**src/shared/fdd_regs.svh**
```systemverilog
`ifndef FDD_REGS_SVH
`define FDD_REGS_SVH

// ============================================================
// register indices (byte address is four times the index)
`define FDD_IDX_RATE 10'h002
`define FDD_IDX_XLSB 10'h068
`define FDD_IDX_TWOCH 10'h079
`define FDD_IDX_CHA_LO 10'h07A
`define FDD_IDX_CHA_HI 10'h07B
`define FDD_IDX_CHB 10'h07C
`define FDD_IDX_RECSEL 10'h081
`define FDD_IDX_MODE 10'h090
`define FDD_IDX_STAT 10'h091

// ============================================================
// field positions
`define FDD_BIT_XLSB 0
`define FDD_BIT_TWOCH 0
`define FDD_BIT_RECEN 7
`define FDD_BIT_RECSEL 0
`define FDD_BIT_EIGHT 1
`define FDD_BIT_BAND 2
`define FDD_BIT_CW 2

// ============================================================
// reset values
`define FDD_RST_RATE 8'h00
`define FDD_RST_BYTE 8'h00
`define FDD_RST_CHA 9'h000
`define FDD_RST_MODE 3'h0

// ============================================================
// timing and sizes
`define FDD_REC_LATENCY 59
`define FDD_STAGES_A 9
`define FDD_STAGES_B 8
`define FDD_RES_FULL 16

`endif

```
**src/shared/fdd_pkg.sv**
```systemverilog
package fdd_pkg;

    // ========================================================
    // channel operating modes
    typedef enum logic [1:0] {
        FDD_SINGLE = 2'b00,
        FDD_DUAL = 2'b01,
        FDD_OCTAL = 2'b10,
        FDD_RSVD = 2'b11
    } fdd_mode_t;

    // ========================================================
    // sample carriers
    typedef struct packed {
        logic [2:0] chan;
        logic [15:0] data;
    } fdd_smp_t;

    typedef struct packed {
        logic [2:0] chan;
        logic [17:0] data;
    } fdd_out_t;

endpackage

```
**src/fdd_decim_stage.sv**
```systemverilog
`timescale 1ns/10ps

module fdd_decim_stage #(
    parameter int W = 20
) (
    // clock and reset
    input wire logic clk_i,
    input wire logic rst_i,
    // control
    input wire logic en_i,
    // input stream
    input wire logic valid_i,
    input wire logic [W-1:0] data_i,
    // output stream
    output logic valid_o,
    output logic [W-1:0] data_o
);

    logic phase_q, phase_d;
    logic [W-1:0] hold_q, hold_d;
    logic valid_q, valid_d;
    logic [W-1:0] data_q, data_d;
    logic [W:0] sum;

    // ========================================================
    // two-tap halfband, one output per input pair
    always_comb begin
        sum = {hold_q[W-1], hold_q} + {data_i[W-1], data_i};
        phase_d = phase_q;
        hold_d = hold_q;
        valid_d = 1'b0;
        data_d = data_q;
        if (!en_i) begin
            // bypass keeps one register so latency per stage is fixed
            phase_d = 1'b0;
            valid_d = valid_i;
            if (valid_i) begin
                data_d = data_i;
            end
        end else if (valid_i) begin
            phase_d = ~phase_q;
            if (phase_q) begin
                valid_d = 1'b1;
                data_d = sum[W:1];
            end else begin
                hold_d = data_i;
            end
        end
    end

    // state registers
    always_ff @(posedge clk_i) begin
        if (rst_i) begin
            phase_q <= 1'b0;
            hold_q <= '0;
            valid_q <= 1'b0;
            data_q <= '0;
        end else begin
            phase_q <= phase_d;
            hold_q <= hold_d;
            valid_q <= valid_d;
            data_q <= data_d;
        end
    end

    assign valid_o = valid_q;
    assign data_o = data_q;

endmodule // fdd_decim_stage

```
**src/fdd_top.sv**
```systemverilog
`timescale 1ns/10ps
`include "fdd_regs.svh"

module fdd_top #(
    parameter int RES_BITS = 16
) (
    // clock and reset
    input wire logic clk_i,
    input wire logic rst_i,
    // wishbone slave
    input wire logic wb_cyc_i,
    input wire logic wb_stb_i,
    input wire logic wb_we_i,
    input wire logic [11:0] wb_adr_i,
    input wire logic [3:0] wb_sel_i,
    input wire logic [31:0] wb_dat_i,
    output logic [31:0] wb_dat_o,
    output logic wb_ack_o,
    // samples from converter core
    input wire logic smp_valid_i,
    input wire fdd_pkg::fdd_smp_t smp_i,
    // samples to output formatter
    output logic out_valid_o,
    output fdd_pkg::fdd_out_t out_o
);

    localparam int W = 20;
    localparam int DL = `FDD_REC_LATENCY - 1;

    // ========================================================
    // register file
    logic [7:0] rate_q, rate_d;
    logic xlsb_q, xlsb_d, two_q, two_d, recen_q, recen_d;
    logic [8:0] cha_q, cha_d;
    logic [7:0] chb_q, chb_d;
    logic recsel_q, recsel_d, eight_q, eight_d, band_q, band_d;
    logic [2:0] mode_q, mode_d;
    logic ack_q, ack_d;
    logic [31:0] rdat_q, rdat_d;
    logic [9:0] idx;
    logic wr;
    logic [31:0] stat;
    logic [3:0] cnt_a, cnt_b;
    logic rec_on;

    assign idx = wb_adr_i[11:2];
    assign wr = wb_cyc_i & wb_stb_i & wb_we_i & ack_q & wb_sel_i[0];

    // decode, one wait state, unmapped reads zero
    always_comb begin
        rate_d = rate_q;
        xlsb_d = xlsb_q;
        two_d = two_q;
        recen_d = recen_q;
        cha_d = cha_q;
        chb_d = chb_q;
        recsel_d = recsel_q;
        eight_d = eight_q;
        band_d = band_q;
        mode_d = mode_q;
        ack_d = wb_cyc_i & wb_stb_i & ~ack_q;
        rdat_d = 32'h0000_0000;
        stat = {22'h00_0000, rec_on, cnt_b, cnt_a, 1'b0};
        if (wr) begin
            case (idx)
                `FDD_IDX_RATE: rate_d = wb_dat_i[7:0];
                `FDD_IDX_XLSB: xlsb_d = wb_dat_i[`FDD_BIT_XLSB];
                `FDD_IDX_TWOCH: two_d = wb_dat_i[`FDD_BIT_TWOCH];
                `FDD_IDX_CHA_LO: begin
                    recen_d = wb_dat_i[`FDD_BIT_RECEN];
                    cha_d[6:0] = wb_dat_i[6:0];
                end
                `FDD_IDX_CHA_HI: cha_d[8:7] = wb_dat_i[1:0];
                `FDD_IDX_CHB: chb_d = wb_dat_i[7:0];
                `FDD_IDX_RECSEL: begin
                    recsel_d = wb_dat_i[`FDD_BIT_RECSEL];
                    eight_d = wb_dat_i[`FDD_BIT_EIGHT];
                    band_d = wb_dat_i[`FDD_BIT_BAND];
                end
                `FDD_IDX_MODE: mode_d = wb_dat_i[2:0];
                default: ;
            endcase
        end
        if (ack_d && !wb_we_i) begin
            case (idx)
                `FDD_IDX_RATE: rdat_d[7:0] = rate_q;
                `FDD_IDX_XLSB: rdat_d[0] = xlsb_q;
                `FDD_IDX_TWOCH: rdat_d[0] = two_q;
                `FDD_IDX_CHA_LO: rdat_d[7:0] = {recen_q, cha_q[6:0]};
                `FDD_IDX_CHA_HI: rdat_d[1:0] = cha_q[8:7];
                `FDD_IDX_CHB: rdat_d[7:0] = chb_q;
                `FDD_IDX_RECSEL: rdat_d[2:0] = {band_q, eight_q, recsel_q};
                `FDD_IDX_MODE: rdat_d[2:0] = mode_q;
                `FDD_IDX_STAT: rdat_d = stat;
                default: rdat_d = 32'h0000_0000;
            endcase
        end
    end

    // register file flops
    always_ff @(posedge clk_i) begin
        if (rst_i) begin
            rate_q <= `FDD_RST_RATE;
            xlsb_q <= 1'b0;
            two_q <= 1'b0;
            recen_q <= 1'b0;
            cha_q <= `FDD_RST_CHA;
            chb_q <= `FDD_RST_BYTE;
            recsel_q <= 1'b0;
            eight_q <= 1'b0;
            band_q <= 1'b0;
            mode_q <= `FDD_RST_MODE;
            ack_q <= 1'b0;
            rdat_q <= 32'h0000_0000;
        end else begin
            rate_q <= rate_d;
            xlsb_q <= xlsb_d;
            two_q <= two_d;
            recen_q <= recen_d;
            cha_q <= cha_d;
            chb_q <= chb_d;
            recsel_q <= recsel_d;
            eight_q <= eight_d;
            band_q <= band_d;
            mode_q <= mode_d;
            ack_q <= ack_d;
            rdat_q <= rdat_d;
        end
    end

    assign wb_ack_o = ack_q;
    assign wb_dat_o = rdat_q;

    // ========================================================
    // mode decode
    fdd_pkg::fdd_mode_t mode;
    logic is_dual, is_octal, is_cw, band_eff;
    assign mode = fdd_pkg::fdd_mode_t'(mode_q[1:0]);
    assign is_dual = (mode == fdd_pkg::FDD_DUAL);
    assign is_octal = (mode == fdd_pkg::FDD_OCTAL);
    assign is_cw = is_octal & mode_q[`FDD_BIT_CW];
    // recovery only with the matching select pattern
    assign rec_on = recen_q & ((is_dual & ~recsel_q & ~eight_q & two_q)
        | (is_octal & recsel_q & eight_q));
    assign band_eff = band_q & is_dual;

    // ========================================================
    // delay recovery: interpolate against last sample of channel
    logic [15:0] prev_q [0:7];
    logic [15:0] prev_d [0:7];
    logic rv_q, rv_d;
    fdd_pkg::fdd_smp_t rs_q, rs_d;
    logic [16:0] isum;

    always_comb begin
        prev_d = prev_q;
        rv_d = smp_valid_i & rec_on;
        rs_d = rs_q;
        if (band_eff) begin
            isum = {smp_i.data[15], smp_i.data}
                - {prev_q[smp_i.chan][15], prev_q[smp_i.chan]};
        end else begin
            isum = {smp_i.data[15], smp_i.data}
                + {prev_q[smp_i.chan][15], prev_q[smp_i.chan]};
        end
        if (smp_valid_i) begin
            prev_d[smp_i.chan] = smp_i.data;
            rs_d.chan = smp_i.chan;
            rs_d.data = isum[16:1];
        end
    end

    // interpolator register, first of the 59
    always_ff @(posedge clk_i) begin
        if (rst_i) begin
            rv_q <= 1'b0;
            rs_q <= '0;
            for (int i = 0; i < 8; i++) begin
                prev_q[i] <= 16'h0000;
            end
        end else begin
            rv_q <= rv_d;
            rs_q <= rs_d;
            prev_q <= prev_d;
        end
    end

    // remaining latency as a plain shift line
    logic [19:0] dl_q [0:DL-1];
    logic [19:0] dl_d [0:DL-1];
    always_comb begin
        dl_d[0] = {rv_q, rs_q};
        for (int i = 1; i < DL; i++) begin
            dl_d[i] = dl_q[i-1];
        end
    end

    always_ff @(posedge clk_i) begin
        if (rst_i) begin
            for (int i = 0; i < DL; i++) begin
                dl_q[i] <= 20'h0_0000;
            end
        end else begin
            dl_q <= dl_d;
        end
    end

    // recovery first in the chain, ahead of everything else
    logic pv;
    fdd_pkg::fdd_smp_t ps;
    assign pv = rec_on ? dl_q[DL-1][19] : smp_valid_i;
    assign ps = rec_on ? dl_q[DL-1][18:0] : smp_i;

    // ========================================================
    // front end: cw summing and chain steering
    logic [18:0] cw_q, cw_d;
    logic av_q, av_d, bv_q, bv_d;
    logic [W-1:0] ad_q, ad_d, bd_q, bd_d;
    logic [18:0] cw_next;

    always_comb begin
        cw_d = cw_q;
        av_d = 1'b0;
        bv_d = 1'b0;
        ad_d = ad_q;
        bd_d = bd_q;
        cw_next = cw_q + {{3{ps.data[15]}}, ps.data};
        if (pv) begin
            if (is_cw) begin
                // eight channels summed before filtering
                cw_d = (ps.chan == 3'h7) ? 19'h0_0000 : cw_next;
                if (ps.chan == 3'h7) begin
                    av_d = 1'b1;
                    ad_d = {cw_next, 1'b0};
                end
            end else if (is_dual) begin
                av_d = (ps.chan == 3'h0);
                bv_d = (ps.chan == 3'h1);
                ad_d = {ps.data, 4'h0};
                bd_d = {ps.data, 4'h0};
            end else if (mode == fdd_pkg::FDD_SINGLE) begin
                av_d = (ps.chan == 3'h0);
                ad_d = {ps.data, 4'h0};
            end
        end
    end

    always_ff @(posedge clk_i) begin
        if (rst_i) begin
            cw_q <= 19'h0_0000;
            av_q <= 1'b0;
            bv_q <= 1'b0;
            ad_q <= 20'h0_0000;
            bd_q <= 20'h0_0000;
        end else begin
            cw_q <= cw_d;
            av_q <= av_d;
            bv_q <= bv_d;
            ad_q <= ad_d;
            bd_q <= bd_d;
        end
    end

    // ========================================================
    // stage enables from thermometer codes
    logic [8:0] en_a;
    logic [7:0] en_b;
    always_comb begin
        en_a = 9'h000;
        en_b = 8'h00;
        cnt_a = 4'h0;
        cnt_b = 4'h0;
        if (is_dual) begin
            // stage one of chain A idles, capping the rate at 256x
            en_a[1] = cha_q[1];
            en_b[0] = chb_q[0] & cha_q[1];
            for (int k = 2; k < 9; k++) begin
                en_a[k] = en_a[k-1] & cha_q[k] & chb_q[k-1];
            end
            en_a[1] = en_b[0];
            for (int k = 1; k < 8; k++) begin
                en_b[k] = en_a[k+1];
            end
        end else if (!is_octal || is_cw) begin
            en_a[0] = cha_q[0];
            for (int k = 1; k < 9; k++) begin
                en_a[k] = en_a[k-1] & cha_q[k];
            end
        end
        for (int k = 0; k < 9; k++) begin
            cnt_a = cnt_a + {3'h0, en_a[k]};
        end
        for (int k = 0; k < 8; k++) begin
            cnt_b = cnt_b + {3'h0, en_b[k]};
        end
    end

    // ========================================================
    // cascaded chains
    logic [`FDD_STAGES_A:0] va;
    logic [W-1:0] da [0:`FDD_STAGES_A];
    logic [`FDD_STAGES_B:0] vb;
    logic [W-1:0] db [0:`FDD_STAGES_B];
    assign va[0] = av_q;
    assign da[0] = ad_q;
    assign vb[0] = bv_q;
    assign db[0] = bd_q;

    genvar g;
    generate
        for (g = 0; g < `FDD_STAGES_A; g++) begin : g_cha
            fdd_decim_stage #(.W(W)) u_st (
                .clk_i(clk_i),
                .rst_i(rst_i),
                .en_i(en_a[g]),
                .valid_i(va[g]),
                .data_i(da[g]),
                .valid_o(va[g+1]),
                .data_o(da[g+1])
            );
        end
        for (g = 0; g < `FDD_STAGES_B; g++) begin : g_chb
            fdd_decim_stage #(.W(W)) u_st (
                .clk_i(clk_i),
                .rst_i(rst_i),
                .en_i(en_b[g]),
                .valid_i(vb[g]),
                .data_i(db[g]),
                .valid_o(vb[g+1]),
                .data_o(db[g+1])
            );
        end
    endgenerate

    // ========================================================
    // output: chain A first, a clashing B word waits one slot
    logic xlsb_eff;
    logic pend_q, pend_d;
    logic [W-1:0] pdat_q, pdat_d;
    logic ov_q, ov_d;
    fdd_pkg::fdd_out_t oq_q, oq_d;
    assign xlsb_eff = xlsb_q & (RES_BITS == `FDD_RES_FULL);

    function automatic logic [17:0] fmt(input logic [W-1:0] x,
                                        input logic ext);
        fmt = ext ? x[W-1:2] : {{2{x[W-1]}}, x[W-1:4]};
    endfunction

    always_comb begin
        pend_d = pend_q;
        pdat_d = pdat_q;
        ov_d = 1'b0;
        oq_d = oq_q;
        if (is_octal && !is_cw) begin
            // plain octal: no filters, samples pass straight on
            ov_d = pv;
            if (pv) begin
                oq_d.chan = ps.chan;
                oq_d.data = {{2{ps.data[15]}}, ps.data};
            end
            pend_d = 1'b0;
        end else if (va[`FDD_STAGES_A]) begin
            ov_d = 1'b1;
            oq_d.chan = 3'h0;
            oq_d.data = fmt(da[`FDD_STAGES_A], xlsb_eff & (cnt_a != 4'h0));
            if (vb[`FDD_STAGES_B]) begin
                pend_d = 1'b1;
                pdat_d = db[`FDD_STAGES_B];
            end
        end else if (pend_q || vb[`FDD_STAGES_B]) begin
            ov_d = 1'b1;
            oq_d.chan = 3'h1;
            oq_d.data = fmt(pend_q ? pdat_q : db[`FDD_STAGES_B],
                            xlsb_eff & (cnt_b != 4'h0));
            pend_d = pend_q & vb[`FDD_STAGES_B];
            pdat_d = db[`FDD_STAGES_B];
        end
    end

    always_ff @(posedge clk_i) begin
        if (rst_i) begin
            pend_q <= 1'b0;
            pdat_q <= 20'h0_0000;
            ov_q <= 1'b0;
            oq_q <= '0;
        end else begin
            pend_q <= pend_d;
            pdat_q <= pdat_d;
            ov_q <= ov_d;
            oq_q <= oq_d;
        end
    end

    assign out_valid_o = ov_q;
    assign out_o = oq_q;

endmodule // fdd_top
```
**config.mk**
```make
export PLATFORM = sky130hd
export DESIGN_NAME = fdd_top
export DESIGN_NICKNAME = d
export VERILOG_FILES = /design/src/shared/fdd_pkg.sv /design/src/fdd_decim_stage.sv /design/src/fdd_top.sv
export VERILOG_INCLUDE_DIRS = /design/src /design/src/shared
export SDC_FILE = /design/constraint.sdc
export NUM_CORES = 2
export LEC_CHECK = 0
export BUFFER_PORTS_ARGS = -buffer_cell sky130_fd_sc_hd__buf_2
export CORE_MARGIN = 2
export CORE_UTILIZATION = 30
export CTS_CLUSTER_DIAMETER = 80
export CTS_CLUSTER_SIZE = 24
export DETAILED_ROUTE_END_ITERATION = 8
export GPL_TIMING_DRIVEN = 0
export PLACE_DENSITY = 0.41
export RECOVER_POWER = 50
export SLEW_MARGIN = 10
export SYNTH_ARGS = -nofsm -noshare
export SYNTH_HDL_FRONTEND = slang
export SYNTH_HIERARCHICAL = 1
export SYNTH_SLANG_ARGS = --single-unit
```
**constraint.sdc**
```tcl
create_clock -name clk_i -period 8.05 [get_ports clk_i]
set_clock_uncertainty 0.15 [all_clocks]
set_input_delay 1.2075 -clock clk_i [delete_from_list [all_inputs] [get_ports clk_i]]
set_output_delay 1.2075 -clock clk_i [all_outputs]
set_load 0.05 [all_outputs]
```
* Yosys cells after proc, flatten, opt, wreduce, memory -nomap -nowiden
Index checks and enable logic that the tools add are counted.
** Word-level totals
- Input port bits :: 73
- Memories :: 0
- Latch bits :: 0
- Output and inout bits :: 55
- Logic and storage cells :: 562
- ROM bits :: 0
- Memory bits (writable) :: 0
- Bits in registers :: 2185
** Cells by class
- Reduce and logical (&&, ||, !) cells :: 85
- Divide/modulo/power cells :: 0
- Order comparisons :: 2
- Add/sub/neg operators :: 35
- Eq/ne operators :: 33
- Multiplexer cells :: 161
- $mul :: 0
- Shift operators :: 0
- Bitwise operators :: 85
** Operators by type and width (count)
- 2-to-1 mux 20 bit :: 76
- adder 20 x 20 -> 21 bit :: 17
- bitwise mux 128 bit :: 1
- 2-to-1 mux 21 bit :: 4
- 2-to-1 mux 1 bit :: 63
- AND reduction 3 bit :: 20
- AND reduction 2 bit :: 28
- 2-to-1 mux 17 bit :: 3
- == test 10 x 7 -> 1 bit, second input constant :: 5
- binary-select mux 16 bit (select 3 bit) :: 1
- demux 16 bit (select 3 bit) :: 1
- 2-to-1 mux 16 bit :: 3
- NOT 1 bit :: 43
- bitwise AND 1 bit :: 40
- OR reduction 2 bit :: 20
- 2-to-1 mux 19 bit :: 2
- adder 4 x 1 -> 4 bit :: 9
- == test 10 x 8 -> 1 bit, second input constant :: 3
- != test 2 x 1 -> 1 bit, second input constant :: 10
- != test 2 bit, second input constant :: 10
- case mux 5 bit (4 select lines) :: 1
- adder 19 bit :: 1
- adder 16 x 16 -> 17 bit :: 1
- subtractor 16 x 16 -> 17 bit :: 1
- other kinds (27) :: 38

* Depth between registers and ports, before layout
- Depth after elaboration :: 28
- Mapped depth :: 22
- Gate-level depth less buffers :: 20

* Hierarchy
The synthesis kept the hierarchy.
** Modules (own cells, without submodules)
- fdd_top :: sequential area each 29027.8 µm², cells each 4287, area each 46534.6 µm², instances 1
- fdd_decim_stage (g_cha[0].u_st ...) :: sequential area each 840.8 µm², cells each 347, area each 2661.3 µm², instances 10
- fdd_decim_stage (g_chb[4].u_st ...) :: sequential area each 840.8 µm², cells each 328, area each 2558.7 µm², instances 4
- fdd_decim_stage (g_cha[1].u_st) :: sequential area each 840.8 µm², cells each 356, area each 2758.9 µm², instances 1
- fdd_decim_stage (g_cha[2].u_st) :: sequential area each 840.8 µm², cells each 320, area each 2611.3 µm², instances 1
- fdd_decim_stage (g_chb[3].u_st) :: sequential area each 840.8 µm², cells each 313, area each 2590.0 µm², instances 1

* Worst setup path before layout
OpenSTA, ideal clock, no wires.
- Path kind :: reg-to-reg
- From :: register mode_q[1]
- To :: register oq_q, in the netlist out_o[10]
- Path buffers :: 2
- Setup time :: 122 ps
- Setup slack :: 2458 ps
- Stages on the path, launching flop included :: 23
- Arrival time :: 5319 ps
- Clock period less this slack :: 5592 ps
- Required time :: 7778 ps
- Cells stage by stage :: dfxtp_1 -> buf_2 -> nor2b_1 -> nand3_1 -> nor3_1 -> and3_1 -> nand3_1 -> inv_1 -> nand2_1 -> a21bo_2 -> fa_1 -> inv_1 -> fa_1 -> fa_1 -> inv_1 -> fa_1 -> inv_1 -> o41ai_2 -> buf_2 -> mux2i_1 -> nand2_1 -> o211ai_1 -> a21oi_1
** On the way
- Elaborated cells between the ends (all ways) :: 48
- Classes of those cells :: add/sub: 15; eq/ne: 3; mux: 12; bitwise: 10; reduce/logical: 8
** RTL lines
- start: declaration :: line fdd_top.sv:37 : logic [2:0] mode_q, mode_d;
- start signal: assignment :: line fdd_top.sv:112 : mode_q <= `FDD_RST_MODE;
- start signal: assignment :: line fdd_top.sv:125 : mode_q <= mode_d;
- == test 2 x 1 -> 1 bit :: line fdd_top.sv:139 : assign is_dual = (mode == fdd_pkg::FDD_DUAL);
- 2-to-1 mux 8 bit :: line fdd_top.sv:273 : if (is_dual) begin
- via en_b[4] :: line fdd_top.sv:267 : logic [7:0] en_b;
- adder 4 x 1 -> 4 bit (4 in series) :: line fdd_top.sv:294 : cnt_b = cnt_b + {3'h0, en_b[k]};
- nonzero test 4 bit :: line fdd_top.sv:374 : xlsb_eff & (cnt_b != 4'h0));
- bitwise AND 1 bit :: line fdd_top.sv:374
- 2-to-1 mux 17 bit :: line fdd_top.sv:346 : fmt = ext ? x[W-1:2] : {{2{x[W-1]}}, x[W-1:4]};
- 2-to-1 mux 21 bit :: line fdd_top.sv:370 : end else if (pend_q || vb[`FDD_STAGES_B]) begin
- 2-to-1 mux 21 bit :: line fdd_top.sv:362 : end else if (va[`FDD_STAGES_A]) begin
- 2-to-1 mux 21 bit :: line fdd_top.sv:354 : if (is_octal && !is_cw) begin
- end signal: assignment :: line fdd_top.sv:390 : oq_q <= oq_d;
- end: declaration :: line fdd_top.sv:341 : fdd_pkg::fdd_out_t oq_q, oq_d;
The timed path passes the listed nets, and every way through them passes these cells. The select of a mux whose other input is x is not followed.
A chain may end at the register's enable or synchronous reset.

* Final worst setup path
- From :: register mode_q[0]
- To :: register oq_q, in the netlist out_o[3]
** On the way
- Elaborated cells between the ends (all ways) :: 48
- Classes of those cells :: add/sub: 15; eq/ne: 3; mux: 12; bitwise: 10; reduce/logical: 8
** RTL lines (line)
- == test 2 x 1 -> 1 bit :: fdd_top.sv:139
- 2-to-1 mux 8 bit :: fdd_top.sv:273
- via en_b[1] :: fdd_top.sv:267
- adder 1 x 1 -> 2 bit :: fdd_top.sv:294
- adder 2 x 1 -> 3 bit :: fdd_top.sv:294
- adder 3 x 1 -> 4 bit :: fdd_top.sv:294
- adder 4 x 1 -> 4 bit (4 in series) :: fdd_top.sv:294
- nonzero test 4 bit :: fdd_top.sv:374
- bitwise AND 1 bit :: fdd_top.sv:374
- 2-to-1 mux 17 bit :: fdd_top.sv:346
- 2-to-1 mux 21 bit :: fdd_top.sv:370
- 2-to-1 mux 21 bit :: fdd_top.sv:362
- 2-to-1 mux 21 bit :: fdd_top.sv:354
The timed path passes the listed nets, and every way through them passes these cells. The select of a mux whose other input is x is not followed.

==> results.json <==
{
  "syn_area_mm2": 0.09116,
  "yosysWarnings": 6,
  "hp-class": "register to register",
  "timing.final.crit_period_ns": 7.566,
  "fin_util_pct": 33.56,
  "cp_num_buf_inv": 3,
  "gp_congestion": 0.8649,
  "postRouteAntennaNets": 0,
  "setup_ws_ns": 0.4835,
  "clockBufferDepth": 4,
  "crit_path_frequent_cell": "fa_1",
  "p_total_mw": 19.56,
  "port_buffers": 70,
  "p_leak_nw": 38.18,
  "cts_sinks": 2160,
  "cp_top_family": "simple AND/OR/NAND/NOR gates",
  "routed_wl_um": 266900,
  "start_util_pct": 30.13,
  "cts_setup_buffers": 0,
  "antenna_found_initial": 38,
  "critPathCaptureType": "register",
  "start_kind": "register",
  "ir_drop_mv": 0.1733,
  "dp_slack_ns": -0.1746,
  "status": "finished with violations",
  "p_per_area_mw_per_mm2": 192.6,
  "fin_hold_ws_ns": 0.2744,
  "hold_buffers": 0,
  "cap_violations": 1,
  "htreeDepth": 4,
  "layout.nets": 10760,
  "drive_gt1_share_pct": 5.499,
  "violations": "capacitance limit, slew limit",
  "grt_pass1_wl_um": 411700,
  "hold_viol_final": 0,
  "setup_viol": 0,
  "drc_errors": 0,
  "cts_buffers": 147,
  "via_count": 70380,
  "avgSynthCellArea_um2": 9.082,
  "crit_chain": "nor2b_2 -> and2_1 -> and3_1 -> and3_1 -> fa_1 -> inv_1 -> fa_1 -> fa_1 -> inv_1 -> ha_1 -> fa_1 -> o21a_1 -> o31ai_2 -> clkbuf_1 -> mux4_2 -> o211ai_1 -> a21oi_1",
  "grt_start_max_net_pins": 25,
  "drt-vias-per-instance": 4.896,
  "crit_path_max_incr_delay_ns": 0.81,
  "core_mm2": 0.3025,
  "path_class": "register to register",
  "ctsRootBufferMaster": "clkbuf_16",
  "nFillCells": 31320,
  "max_freq_ghz": 0.1322,
  "clkTransAtPathRegs_ns": 0.09,
  "multi_input_area_mm2": 0.04508,
  "drt-initial-drc-count": 4436,
  "worstMarginPinSlew_ns": 1.618,
  "rsz0062_at_grt": "false",
  "clk_latency_ns": 0.85,
  "fin_crit_sh_pct": 93.99,
  "critPathRequiredTime_ns": 8.61,
  "relSlewSlack_pct": -7.880,
  "dieArea_mm2": 0.3083,
  "syn_inst": 10040,
  "core.rowCount": 202,
  "seqCellArea_mm2": 0.04324,
  "place_hpwl_um": 201800,
  "ios": 128,
  "critPathMaxFanout": 10,
  "area_delta_synth_final_pct": 11.38,
  "grt_usage_pct": 16.84,
  "wl_per_cell_um": 18.57,
  "worstPathArrival_ns": 8.12,
  "cts_tree": "built",
  "dieWidth_um": 555.3,
  "slew_violations": 11,
  "cts_resized": 2,
  "first_global_vias": 68720,
  "grt.overflow.total": 0,
  "critPathSlowestCell": "o31ai_2",
  "die_y_um": 555.3,
  "dr.pass1.iters": 6
}
## worst register-to-register path: cells and delay by family, from the launching register on
| kind | cells | cell delay, ns |
|---|---|---|
| AOI/OAI and AO/OA | 4 | 1.43 |
| adders and majority gates | 5 | 2.11 |
| muxes | 1 | 0.41 |
| DFF | 1 | 0.46 |
| and+or+nand+nor | 4 | 2.23 |
| buffers and inverters | 3 | 0.65 |
## power breakdown
group          total (mW)  switching, mW  internal [mW]
clock network        8.05           4.18           3.87
registers            10.8         0.0355           10.7
logic               0.737          0.514          0.223
## worst paths after layout
kind / from / endpoint / slack, ns / cells after the start
hold / removal: dl_d[234]$_SDFF_PP0_ / dl_d[214]$_SDFF_PP0_ / 0.27 / 1
setup / recovery: mode_q[0]$_SDFFE_PP0P_ / out_o[3]$_SDFFE_PP0P_ / 0.48 / 17
hold reg to reg: dl_d[234]$_SDFF_PP0_ / dl_d[214]$_SDFF_PP0_ / 0.27 / 1
setup reg to reg: mode_q[0]$_SDFFE_PP0P_ / out_o[3]$_SDFFE_PP0P_ / 0.48 / 17
## state kept, by name, indices dropped and copies added, names as in the netlist, 9 cells and up
name	count
ad_q	19
prev_q	128
g_cha.u_st/phase_q	9
wb_dat_o	10
g_cha.u_st/hold_q	180
cha_q	9
dl_q	20
out_o	21
bd_q	16
g_chb.u_st/hold_q	160
cw_q	19
dl_d	1159
g_cha.u_st/data_o	178
g_chb.u_st/data_o	158
g_cha.u_st/valid_o	9
pdat_q	18
## layout by cell type (no fill, tap or decap), types with 50 or more instances in the layout
cell type / n
nand3_1: 218
and2_1: 51
and3_1: 50
mux2i_1: 219
nand4_1: 73
xor2_1: 110
dfxtp_1: 2160
clkbuf_16: 153
inv_1: 129
ha_1: 362
nor2b_1: 1183
nor3_1: 172
clkbuf_1: 524
a21oi_1: 949
nand2_1: 1389
a211oi_1: 177
xnor2_1: 157
nor2_1: 635
a31oi_1: 61
nand2b_1: 54
o21ai_0: 278
buf_2: 71
o211ai_1: 61
a21o_1: 131
or3_1: 57
## per-stage QoR
stage	cell area [um2]	std cells	TNS, ns
after floorplan	91310	10080	0
after global placement	96640	14130	-0.3906
after detailed placement	96640	14130	-1.173
after CTS	101500	14360	0
after global routing	101500	14360	0
final	101500	14380	0
## layer usage
metal  global-route usage, %  share of wire [%]
met1                   23.74                 49
met2                   27.07                 45
met3                   2.030                4.3
met4                   4.321                2.5
met5                       0              0.046
## area by class of cell
| type | count | area share [%] |
|---|---|---|
| inverter | 130 | 0.4806 |
| clock inverter | 74 | 0.9538 |
| tap | 3978 | 4.902 |
| antenna | 15 | 0.03697 |
| clock buffer | 162 | 3.853 |
| timing repair buffer | 70 | 0.3179 |
| multi-input combinational | 7184 | 44.40 |
| sequential | 2160 | 42.59 |
| buffer | 603 | 2.467 |
No activity file was read; power rests on OpenSTA's default activity.
